--- config.mk ---
export PLATFORM = sky130hd
export DESIGN_NAME = rlds_bank
export DESIGN_NICKNAME = d
export VERILOG_FILES = /design/src/logic/rlds_pkg.sv /design/src/logic/rlds_bank.sv /design/src/logic/rlds_sync.sv
export SDC_FILE = /design/constraint.sdc
export NUM_CORES = 1
export LEC_CHECK = 0
export BUFFER_PORTS_ARGS = -buffer_cell sky130_fd_sc_hd__buf_2
export CORE_ASPECT_RATIO = 1.75
export CORE_MARGIN = 2
export CORE_UTILIZATION = 50
export DETAILED_ROUTE_END_ITERATION = 16
export GPL_TIMING_DRIVEN = 0
export PLACE_DENSITY = 0.7
export SLEW_MARGIN = 5
export SYNTH_ARGS = -nofsm -noshare
export SYNTH_HDL_FRONTEND = slang
export SYNTH_SLANG_ARGS = --single-unit
--- constraint.sdc ---
create_clock -name clk_sys_in -period 5.75 [get_ports clk_sys_in]
set_input_delay 0.2875 -clock clk_sys_in [delete_from_list [all_inputs] [get_ports clk_sys_in]]
set_output_delay 0.2875 -clock clk_sys_in [all_outputs]
set_load 0.02 [all_outputs]
--- src/logic/rlds_pkg.sv ---
// Package of offsets, field layouts and types for the lane debug status bank
package rlds_pkg;
	localparam int          LANES          = 8;
	localparam int          ADDR_W         = 8;
	localparam logic [7:0]  FRAME_ALIGN_OFF = 8'hf4;
	localparam logic [7:0]  BUF_LEVEL_OFF   = 8'hf8;
	localparam logic [7:0]  PHASE_OFF       = 8'hfc;
	localparam logic [7:0]  IRQ_STATUS_OFF  = 8'he0;
	localparam logic [7:0]  IRQ_MASK_OFF    = 8'he4;
	localparam int          HI_FLAG_POS     = 16;
	localparam int          LO_FLAG_POS     = 0;
	localparam int          IRQ_CFG_POS     = 0;
	localparam int          IRQ_USER_POS    = 8;
	localparam logic [31:0] STATUS_RESET    = 32'h0000_0000;
	localparam logic [15:0] IRQ_RESET       = 16'h0000;
	localparam logic [31:0] UNMAPPED_DATA   = 32'h0000_0000;

	// Per-lane inputs from the link layer
	typedef struct packed {
		logic [15:0] frame_align_state;
		logic [7:0]  rx_buffer_empty;
		logic [7:0]  sync_buffer_full;
		logic [7:0]  align_config_started;
		logic [7:0]  user_payload_phase;
	} rlds_lane_t;

	// Register port request
	typedef struct packed {
		logic [7:0]  addr;
		logic [31:0] wdata;
		logic        wr;
		logic        rd;
	} rlds_req_t;
endpackage

--- src/logic/rlds_bank.sv ---
// Lane debug status bank with read-only status words and maskable event interrupts
//
// What this block does
// - Two-bit frame alignment state per lane at 0xF4
// - Bit 16+n at 0xF8 while lane buffer empty
// - Bit n at 0xF8 while sync buffer full
// - Bit 16+n at 0xFC once config data starts
// - Bit n at 0xFC once user phase entered
`timescale 1ns/1ps
module rlds_bank (
	input  wire logic                 clk_sys_in,
	input  wire logic                 rst_n_in,
	input  wire logic [7:0]           reg_addr_in,
	input  wire logic [31:0]          reg_wdata_in,
	input  wire logic                 reg_wr_in,
	input  wire logic                 reg_rd_in,
	input  wire rlds_pkg::rlds_lane_t lane_in,
	output logic      [31:0]          reg_rdata_out,
	output logic                      irq_out
);
	rlds_pkg::rlds_req_t req;
	rlds_pkg::rlds_lane_t lane_s;

	logic [31:0] frame_align_word;
	logic [31:0] buf_level_word;
	logic [31:0] phase_word;
	logic [15:0] irq_status;
	logic [15:0] irq_mask;
	logic [7:0]  cfg_prev;
	logic [7:0]  user_prev;

	wire  [15:0] phase_events;
	wire  [15:0] next_irq_status;
	wire  [15:0] next_irq_mask;
	wire         next_irq;
	wire  [31:0] next_rdata;
	wire  [31:0] next_frame_align;
	wire  [31:0] next_buf_level;
	wire  [31:0] next_phase;
	wire         sel_status_wr;
	wire         sel_mask_wr;

	assign req = '{addr: reg_addr_in, wdata: reg_wdata_in, wr: reg_wr_in, rd: reg_rd_in};

	// Lane flags come from the link-layer clock domain
	rlds_sync #(
		.WIDTH ($bits(rlds_pkg::rlds_lane_t))
	) u_sync (
		.clk_sys_in (clk_sys_in),
		.rst_n_in   (rst_n_in),
		.async_in   (lane_in),
		.sync_out   (lane_s)
	);

	// Packs an 8-bit high and low flag group with reserved zero bytes
	function automatic logic [31:0] pack_flags(input logic [7:0] hi, input logic [7:0] lo);
		logic [31:0] w;
		w = rlds_pkg::STATUS_RESET;
		w[rlds_pkg::HI_FLAG_POS +: rlds_pkg::LANES] = hi;
		w[rlds_pkg::LO_FLAG_POS +: rlds_pkg::LANES] = lo;
		return w;
	endfunction

	assign next_frame_align = {16'h0000, lane_s.frame_align_state};
	assign next_buf_level   = pack_flags(lane_s.rx_buffer_empty,
		lane_s.sync_buffer_full);
	assign next_phase       = pack_flags(lane_s.align_config_started,
		lane_s.user_payload_phase);

	// Rising edges of the phase flags raise events
	assign phase_events = {lane_s.user_payload_phase & ~user_prev,
		lane_s.align_config_started & ~cfg_prev};

	assign sel_status_wr = req.wr && (req.addr == rlds_pkg::IRQ_STATUS_OFF);
	assign sel_mask_wr   = req.wr && (req.addr == rlds_pkg::IRQ_MASK_OFF);

	// Set wins over write-one-to-clear
	assign next_irq_status = phase_events |
		(irq_status & ~(sel_status_wr ? req.wdata[15:0] : 16'h0000));
	assign next_irq_mask   = sel_mask_wr ? req.wdata[15:0] : irq_mask;
	assign next_irq        = |(next_irq_status & next_irq_mask);

	// Status words have no write path; unmapped reads return zero
	assign next_rdata =
		!req.rd                                   ? rlds_pkg::UNMAPPED_DATA :
		(req.addr == rlds_pkg::FRAME_ALIGN_OFF)   ? frame_align_word :
		(req.addr == rlds_pkg::BUF_LEVEL_OFF)     ? buf_level_word :
		(req.addr == rlds_pkg::PHASE_OFF)         ? phase_word :
		(req.addr == rlds_pkg::IRQ_STATUS_OFF)    ? {16'h0000, irq_status} :
		(req.addr == rlds_pkg::IRQ_MASK_OFF)      ? {16'h0000, irq_mask} :
		                                            rlds_pkg::UNMAPPED_DATA;

	always_ff @(posedge clk_sys_in or negedge rst_n_in) begin
		if (!rst_n_in) begin
			frame_align_word <= rlds_pkg::STATUS_RESET;
			buf_level_word   <= rlds_pkg::STATUS_RESET;
			phase_word       <= rlds_pkg::STATUS_RESET;
			irq_status       <= rlds_pkg::IRQ_RESET;
			irq_mask         <= rlds_pkg::IRQ_RESET;
			cfg_prev         <= '0;
			user_prev        <= '0;
			reg_rdata_out    <= rlds_pkg::UNMAPPED_DATA;
			irq_out          <= 1'b0;
		end else begin
			frame_align_word <= next_frame_align;
			buf_level_word   <= next_buf_level;
			phase_word       <= next_phase;
			irq_status       <= next_irq_status;
			irq_mask         <= next_irq_mask;
			cfg_prev         <= lane_s.align_config_started;
			user_prev        <= lane_s.user_payload_phase;
			reg_rdata_out    <= next_rdata;
			irq_out          <= next_irq;
		end
	end
endmodule

--- src/logic/rlds_sync.sv ---
// Three-flop input synchroniser with agreement filter
`timescale 1ns/1ps
module rlds_sync #(
	parameter int WIDTH = 1
) (
	input  wire logic             clk_sys_in,
	input  wire logic             rst_n_in,
	input  wire logic [WIDTH-1:0] async_in,
	output logic      [WIDTH-1:0] sync_out
);
	logic [WIDTH-1:0] stage1;
	logic [WIDTH-1:0] stage2;
	logic [WIDTH-1:0] stage3;
	logic [WIDTH-1:0] next_sync;

	// A change is taken once the second and third stages agree
	assign next_sync = (stage2 == stage3) ? stage3 : sync_out;

	always_ff @(posedge clk_sys_in or negedge rst_n_in) begin
		if (!rst_n_in) begin
			stage1   <= '0;
			stage2   <= '0;
			stage3   <= '0;
			sync_out <= '0;
		end else begin
			stage1   <= async_in;
			stage2   <= stage1;
			stage3   <= stage2;
			sync_out <= next_sync;
		end
	end
endmodule

==> impl_metrics.json, run 1 <==
{
  "hold_path_depth": 2,
  "utilization_pct": 62.5,
  "netlist_instances": 648,
  "place_hpwl_mm": 15.6,
  "wl_mm": 21.7,
  "combPwrFrac_pct": 5.2,
  "gp_congestion": 0.918,
  "grt_setup_unrepaired": "false",
  "core_um2": 19700,
  "cts.sinks": 297,
  "placed_cells": 1002,
  "die_w_um": 111,
  "maxCapViolations": 0,
  "synth_top_area_cell": "dfrtp_1",
  "cts_tree": "built",
  "p_int_mw": 3.21,
  "htreeDepth": 1,
  "cts-resized-gates": 0,
  "io_pins": 125,
  "crit_fanout": 10,
  "post-route-period-util_pct": 47.1,
  "ys_seq_area_share_pct": 73.6,
  "final_layout_size_suffix_gt1_share_pct": 27.5,
  "ys.flop_type": "dfrtp_1",
  "clk_latency_ps": 520,
  "final_antenna_net_count": 0,
  "port_buffers": 100,
  "grt_pass1_wl_mm": 34.8,
  "worstSetupPathType": "reg -> reg",
  "synth_area_leaders": "dfrtp_1, mux2_2, xnor2_1",
  "netlist_area_um2": 10100,
  "cts_buffer_depth": 3,
  "status": "finished, final reports clean",
  "fmax_mhz": 369,
  "drt-vias-per-instance": 5.23,
  "slew_violations": 0,
  "holdCritPathClass": "in -> reg",
  "worst_ep_required_time_ps": 6150,
  "power_mw": 4.09,
  "drt_first_pass_iters": 4,
  "cts_buffers": 26,
  "netSwitchingPower_mw": 0.885,
  "seqPwrFrac_pct": 53.6,
  "p_leak_nw": 5.81,
  "dpl_worst_slack_ps": 2910,
  "ys_seq_elements": 297,
  "path_clk_slew_ps": 70,
  "dieArea_um2": 21400,
  "grt_use_total_pct": 21.2,
  "netlist.area_leader.share_pct": 73.6,
  "setup_ws_ps": 3040,
  "syn_area_per_cell_um2": 15.6,
  "critPathArrivalTime_ps": 3110,
  "cp-end-kind": "register",
  "fin_worst_skew_ps": 13.0,
  "hold_violations": 0,
  "synth-edff-count": 0,
  "area_growth_syn_to_layout_pct": 22.3,
  "initial_utilization_pct": 51.1,
  "vias": 5739,
  "std_cell_rows": 68,
  "power_density_nw_per_um2": 331,
  "pwr-share-clk_pct": 41.3,
  "worst_slew_pin_slew_ps": 982,
  "wl_per_cell_um": 19.8,
  "slew_headroom_pct": 34.0,
  "detail_route.iter0.violations": 333,
  "cts_root_buffer": "clkbuf_16",
  "p_sw_share_pct": 21.6,
  "synth_warnings": 0,
  "layout.cells.non_filler": 1098,
  "overflow": 0,
  "grt_max_degree": 124,
  "setup_viol": 0,
  "async_reset_ff_share_pct": 100,
  "drc_errors": 0,
  "post-route-min-period_ps": 2710,
  "die-height_um": 192,
  "r2r_cells": 7,
  "antenna_found_initial": 0,
  "first_global_vias": 6308,
  "cp-start-kind": "register",
  "nNetsFinal": 926,
  "netlist-cell-type-count": 35,
  "vdd_drop_max_mv": 0.356,
  "n_antenna_cell": 0
}
power by group through the flow:
| stage | Sequential, mW | Combinational, mW | Clock (mW) |
|---|---|---|---|
| detailed placement | 2.23 | 0.188 | 0 |
| global route | 2.20 | 0.235 | 1.82 |
| floorplan | 2.22 | 0.0827 | 0 |
| finish | 2.19 | 0.211 | 1.69 |
| global placement | 2.23 | 0.178 | 0 |
| CTS | 2.19 | 0.215 | 1.73 |
cell usage after synthesis (3+ instances only):
| cell type | count |
|---|---|
| a2111oi_2 | 4 |
| a21boi_0 | 9 |
| a21boi_1 | 6 |
| a22oi_1 | 35 |
| buf_1 | 4 |
| buf_2 | 3 |
| buf_4 | 8 |
| buf_6 | 4 |
| clkbuf_1 | 13 |
| dfrtp_1 | 297 |
| inv_1 | 5 |
| mux2_2 | 60 |
| mux2i_1 | 8 |
| nand2_1 | 48 |
| nand2b_1 | 13 |
| nand4_1 | 26 |
| nor2_1 | 9 |
| nor4_1 | 3 |
| o21ai_1 | 4 |
| o31ai_1 | 23 |
| o31ai_2 | 5 |
| xnor2_1 | 48 |
state kept, by name (all words and copies together) (netlist names), 16 cells and up:
signal and count:
u_sync.stage1 48, u_sync.stage2 48, u_sync.stage3 48, u_sync.sync_out 48, reg_rdata_out 24, buf_level_word 16
frame_align_word 16, irq_mask 16, irq_status 16
timing repair:
| action | CTS | global route |
|---|---|---|
| hold endpoints to repair | 126 | 0 |
| hold buffers | 49 | 0 |
| buffers inserted | 0 | 0 |
through the flow:
| step | TNS (ps) | area, um2 | hold slack, ps |
|---|---|---|---|
| after global placement | -166380 | 10900 | 331 |
| after floorplan | 0 | 10100 | -8.09 |
| final | 0 | 12300 | 58.2 |
| after detailed placement | 0 | 11000 | 306 |
| after CTS | 0 | 12300 | 34.5 |
| after global routing | 0 | 12300 | 52.9 |
per-layer routing:
layer,routed length (um),GRT usage [%]
met1,8110,24.9
met2,11700,38.5
met3,936,2.97
met4,996,9.54
met5,0,0
final timing paths:
path / from / endpoint / slack (ps)
max: u_sync.stage3[15] / u_sync.sync_out[39] / 3040
min: reg_wdata_in[15] / irq_mask[15] / 60
max reg2reg: u_sync.stage3[15] / u_sync.sync_out[39] / 3040
min reg2reg: u_sync.stage1[29] / u_sync.stage2[29] / 340
max in group asynchronous: rst_n_in / u_sync.stage2[41] / 4000
min in group asynchronous: rst_n_in / u_sync.stage2[30] / 360
cell type report:
cell class,count,area (um2)
Inverter,5,18.8
Timing Repair Buffer,151,1060
Sequential cell,297,7430
Clock inverter,10,75.1
Tap cell,245,307
Buffer,32,184
Fill cell,1475,7400
Multi-Input combinational cell,321,2490
Clock buffer,37,783
layout by cell type (no fill, tap or decap), types with 5 or more instances in the layout:
cell type,n
dfrtp_1,297
buf_4,8
buf_2,102
a21boi_1,6
clkbuf_8,7
nand2b_1,13
nor2_1,9
mux2i_1,8
o31ai_1,23
mux2_2,60
dlygate4sd3_1,49
a22oi_1,35
a21boi_0,9
xnor2_1,48
o31ai_2,5
nand2_1,48
clkbuf_1,16
inv_1,5
nand4_1,26
conb_1,8
clkbuf_16,27
kinds of logic (layout without fill, tap and decap cells):
logic type | after synthesis | count (layout) | synth area share, %
multiplexers | 68 | 68 | 7.49
buffers and inverters | 37 | 235 | 2.01
flip-flops | 297 | 297 | 73.6
other | 1 | 8 | 0.0371
AND/OR/NAND/NOR | 110 | 110 | 5.75
AO/OA/AOI/OAI | 87 | 87 | 6.94
XOR/XNOR | 48 | 48 | 4.16
worst max-delay path, stage by stage (launching register included):
cell and delay (ps):
dfrtp_1 410, xnor2_1 170, nand4_1 170, nor4_1 560, nand3_1 190, clkbuf_1 310
clkbuf_1 400, mux2_2 380
(Power assumes the default switching activity.)
==> run 2: changes to the inputs <==
--- a/config.mk
+++ b/config.mk
@@ -11,7 +11,7 @@
 export CORE_UTILIZATION = 50
 export DETAILED_ROUTE_END_ITERATION = 16
 export GPL_TIMING_DRIVEN = 0
-export PLACE_DENSITY = 0.7
+export PLACE_DENSITY = 0.73
 export SLEW_MARGIN = 5
 export SYNTH_ARGS = -nofsm -noshare
 export SYNTH_HDL_FRONTEND = slang
==> constraint.sdc (replaced) <==
create_clock -name clk_sys_in -period 2.35 [get_ports clk_sys_in]
set_input_delay 0.1175 -clock clk_sys_in [delete_from_list [all_inputs] [get_ports clk_sys_in]]
set_output_delay 0.1175 -clock clk_sys_in [all_outputs]
set_load 0.02 [all_outputs]
==> impl_metrics.json, run 2 (same netlist as run 1, synthesis figures left out) <==
{
  "status": "finished, final reports clean",
  "fin_worst_skew_ps": 13.9,
  "clk_latency_ps": 520,
  "slowest_stage": "dfrtp_1",
  "detail_route.iter0.violations": 332,
  "io_pins": 125,
  "crit_fanout": 10,
  "p_leak_nw": 5.92,
  "crit_start": "u_sync.stage3[43]",
  "core_um2": 19700,
  "antenna_found_initial": 0,
  "postCtsSetupBuffers": 0,
  "dieArea_um2": 21400,
  "power_mw": 10.2,
  "path_clk_slew_ps": 70,
  "wl_met3_um": 972,
  "cts_buffers": 26,
  "first_global_vias": 6395,
  "worst_slew_pin_slew_ps": 1020,
  "grt_pass1_wl_mm": 35.4,
  "critPathMaxStageDelay_ps": 400,
  "placed_cells": 1002,
  "power_density_nw_per_um2": 812,
  "layout.cells.non_filler": 1114,
  "initial_utilization_pct": 51.1,
  "p_int_mw": 8.04,
  "std_cell_rows": 68,
  "worst_ep_required_time_ps": 2750,
  "final_antenna_net_count": 0,
  "die_w_um": 111,
  "slew_violations": 0,
  "vdd_drop_max_mv": 0.683,
  "combPwrFrac_pct": 5.3,
  "slew_headroom_pct": 31.5,
  "area_growth_syn_to_layout_pct": 24.5,
  "drt_first_pass_iters": 4,
  "grt_setup_unrepaired": "false",
  "utilization_pct": 63.7,
  "hp-start": "reg_addr_in[3]",
  "crit_family": "simple AND/OR/NAND/NOR gates",
  "cp-end-kind": "register",
  "top_layer": "met4",
  "die-height_um": 192,
  "gp_congestion": 0.909,
  "route.met2.wl_mm": 11.7,
  "drt-met1-wl_mm": 8.50,
  "nNetsFinal": 943,
  "dpl_worst_slack_ps": -444,
  "fill_cells": 1459,
  "drt-vias-per-instance": 5.16,
  "r2r-start": "u_sync.stage3[43]",
  "cp_cell_sequence": "xnor2_1 -> nand4_1 -> nor4_4 -> nand3_1 -> buf_2 -> clkbuf_4 -> mux2_2",
  "layout_commonest_cell": "dfrtp_1",
  "place_hpwl_mm": 15.4,
  "setup_viol": 0,
  "crit_buf_inv": 2,
  "cts_root_buffer": "clkbuf_16",
  "cp-start-kind": "register",
  "vias": 5744,
  "cts.sinks": 297,
  "cts_tree": "built",
  "grt_use_total_pct": 21.5,
  "port_buffers": 100,
  "critPathArrivalTime_ps": 2590,
  "worstSetupPathType": "reg -> reg",
  "final_layout_size_suffix_gt1_share_pct": 27.5,
  "maxCapViolations": 0,
  "htreeDepth": 1,
  "netSwitchingPower_mw": 2.16,
  "wl_per_cell_um": 19.8,
  "fmax_mhz": 456,
  "grt_max_degree": 119,
  "overflow": 0,
  "post-route-min-period_ps": 2190,
  "seqPwrFrac_pct": 52.6,
  "post-route-period-util_pct": 93.2,
  "drc_errors": 0,
  "setup_ws_ps": 159,
  "hold_violations": 0,
  "mostFrequentLayoutCells": "dfrtp_1, buf_2, dlygate4sd3_1, mux2_2",
  "n_antenna_cell": 0,
  "wl_mm": 22.1,
  "cts_buffer_depth": 3,
  "pwr-share-clk_pct": 42.1,
  "holdCritPathClass": "in -> reg",
  "p_sw_share_pct": 21.2
}
==> run 2: path summary, 6_finish.rpt <==
path                                             to  slack, ps  cells past startpoint
min in group asynchronous         u_sync.stage2[26]        170                      2
max in group asynchronous             irq_status[9]        800                      4
worst max register to register  u_sync.sync_out[42]        160                      7
worst max-delay path            u_sync.sync_out[42]        160                      7
worst min register to register    u_sync.stage2[39]        340                      0
worst min-delay path                    irq_mask[2]         40                      4
==> run 2: layout make-up <==
class                      instances  area, um2  area share, %
buffer                            32        193           1.53
clock buffer                      36        769           6.12
sequential                       297       7430           59.1
inverter                           5       18.8          0.149
multi-input combinational        321       2510           20.0
timing repair buffer             168       1230           9.76
clock inverter                    10        113          0.896
tap                              245        307           2.44
==> run 2: routing by layer <==
layer,track usage (%),vias up
li1,-,2653
met1,25.6,2888
met2,39.1,156
met3,3.03,47
met4,9.12,0
met5,0,-
==> run 2: power by group through the flow <==
stage	combinational [mW]	clock (mW)	sequential [mW]
6_report	0.540	4.30	5.36
5_1_grt	0.603	4.62	5.38
4_1_cts	0.549	4.39	5.37
3_5_place_dp	0.456	0	5.46
3_3_place_gp	0.433	0	5.45
2_1_floorplan	0.202	0	5.44
==> run 2: what timing repair did <==
item	CTS	global route
hold buffers	66	0
hold endpoints to repair	154	0
pin swaps	0	1
endpoints found under the setup margin	41	40
gates resized for setup	8	1
==> run 2: metrics by stage <==
step	TNS [ps]	hold WS, ps	area [um2]
after floorplan	0	-178	10100
after global placement	-1128770	225	10900
after detailed placement	-11060	115	11000
after CTS	0	1.69	12600
after global routing	0	34.1	12600
final	0	39.3	12600
==> run 2: worst register-to-register path, stage by stage (launching register included) <==
cell and delay, ps:
dfrtp_1 400, xnor2_1 190, nand4_1 170, nor4_4 360, nand3_1 160, buf_2 230, clkbuf_4 250, mux2_2 310
==> run 3: changes to the inputs <==
--- a/config.mk
+++ b/config.mk
@@ -6,7 +6,7 @@
 export NUM_CORES = 1
 export LEC_CHECK = 0
 export BUFFER_PORTS_ARGS = -buffer_cell sky130_fd_sc_hd__buf_2
-export CORE_ASPECT_RATIO = 1.75
+export CORE_ASPECT_RATIO = 0.9
 export CORE_MARGIN = 2
 export CORE_UTILIZATION = 50
 export DETAILED_ROUTE_END_ITERATION = 16
==> impl_metrics.json, run 3 (same netlist as run 1, synthesis figures left out) <==
{
  "holdCritPathClass": "in -> reg",
  "slew_violations": 0,
  "wl_mm": 22.6,
  "fmax_mhz": 439,
  "dieArea_um2": 21300,
  "fill_cells": 1420,
  "die-height_um": 139,
  "cts_root_buffer": "clkbuf_16",
  "slew_headroom_pct": 33.9,
  "grt_setup_unrepaired": "false",
  "maxCapViolations": 0,
  "layout_commonest_cell": "dfrtp_1",
  "final_cell_area_um2": 12800,
  "cts.sinks": 297,
  "setup_ws_ps": 71.4,
  "final_layout_size_suffix_gt1_share_pct": 28.5,
  "worstSetupPathType": "in -> reg",
  "die_w_um": 154,
  "worst_slew_pin_slew_ps": 992,
  "power_density_nw_per_um2": 850,
  "critPathArrivalTime_ps": 2750,
  "place_hpwl_mm": 14.9,
  "grt_pass1_wl_mm": 35.1,
  "wl_per_cell_um": 20.0,
  "hold_violations": 0,
  "first_global_vias": 6252,
  "cts_buffers": 30,
  "power_mw": 10.9,
  "final_antenna_net_count": 0,
  "placed_cells": 1012,
  "cts_tree": "built",
  "postCtsSetupBuffers": 0,
  "place_area_um2": 11000,
  "cp-start-kind": "input pin",
  "htreeDepth": 1,
  "hold-worst-slack_ps": 34.5,
  "core_um2": 19900,
  "cp-end-kind": "register",
  "crit_fanout": 10,
  "io_pins": 125,
  "n_antenna_cell": 0,
  "path_clk_slew_ps": 60,
  "drc_errors": 0,
  "fin_setup_tns_ps": 0,
  "port_buffers": 100,
  "p_leak_nw": 6.02,
  "fin_worst_skew_ps": 23.5,
  "grt_use_total_pct": 21.4,
  "gp_congestion": 0.842,
  "grt_max_degree": 119,
  "post-route-period-util_pct": 97.0,
  "utilization_pct": 64.5,
  "clk_latency_ps": 560,
  "drt-vias-per-instance": 5.24,
  "reg2reg_slack_ps": 90,
  "register_area_um2": 7430,
  "antenna_found_initial": 0,
  "mostFrequentLayoutCells": "dfrtp_1, buf_2, dlygate4sd3_1, mux2_2, nand2_1",
  "vdd_drop_max_mv": 0.698,
  "initial_utilization_pct": 50.8,
  "nNetsFinal": 949,
  "drt_first_pass_iters": 5,
  "layout.cells.non_filler": 1132,
  "area_growth_syn_to_layout_pct": 26.9,
  "dpl_worst_slack_ps": -427,
  "multi_input_area_um2": 2530,
  "vias": 5934,
  "detail_route.iter0.violations": 405,
  "std_cell_rows": 49,
  "post-route-min-period_ps": 2280,
  "status": "finished, final reports clean",
  "overflow": 0,
  "setup_viol": 0,
  "cts_buffer_depth": 3,
  "worst_ep_required_time_ps": 2820
}
## run 3: path summary, 6_finish.rpt
check | startpoint | to | cells after the start
max in group asynchronous | rst_n_in | reg_rdata_out[13] | 3
min in group asynchronous | rst_n_in | u_sync.stage2[8] | 2
max | reg_addr_in[3] | irq_out | 8
min | reg_wr_in | irq_mask[2] | 4
max reg2reg | u_sync.stage3[14] | u_sync.sync_out[41] | 7
min reg2reg | u_sync.stage1[12] | u_sync.stage2[12] | 0
## run 3: area by class of cell
class / instances / area share, %
clock buffers: 41 / 6.81
multi-input cells: 321 / 19.7
clock inverters: 11 / 1.47
well taps: 255 / 2.49
plain buffers: 32 / 1.59
inverters: 5 / 0.147
flip-flops and latches: 297 / 58.0
repair buffers: 170 / 9.73
## run 3: report_power, final
part / switching (mW) / internal (mW) / leakage [nW]
clock network: 1.94 / 3.03 / 0.511
logic: 0.296 / 0.255 / 1.78
registers: 0.0915 / 5.27 / 3.73
total: 2.33 / 8.56 / 6.02
## run 3: critical path, stage by stage
cell           delay (ps)
buf_2                 120
dlygate4sd3_1         560
nor4b_1               590
clkbuf_1              500
nand4_1               230
a22oi_1               390
a2111oi_2             100
nand4_1               140
## run 3: timing repair
action | 4_1_cts | 5_1_grt
hold endpoints to repair | 170 | 0
setup endpoints to repair | 40 | 29
gates resized for setup | 11 | 7
pin swaps | 0 | 3
hold buffers | 68 | 0
## run 3: layer usage
metal / wire, um / share of wire [%] / GRT usage [%] / vias up
met5: 0 / 0 / 0 / -
met4: 493 / 2.2 / 6.42 / 0
met3: 1090 / 4.8 / 3.88 / 40
met2: 10700 / 47 / 33.7 / 186
met1: 10300 / 46 / 31.1 / 3030
li1: - / - / - / 2678
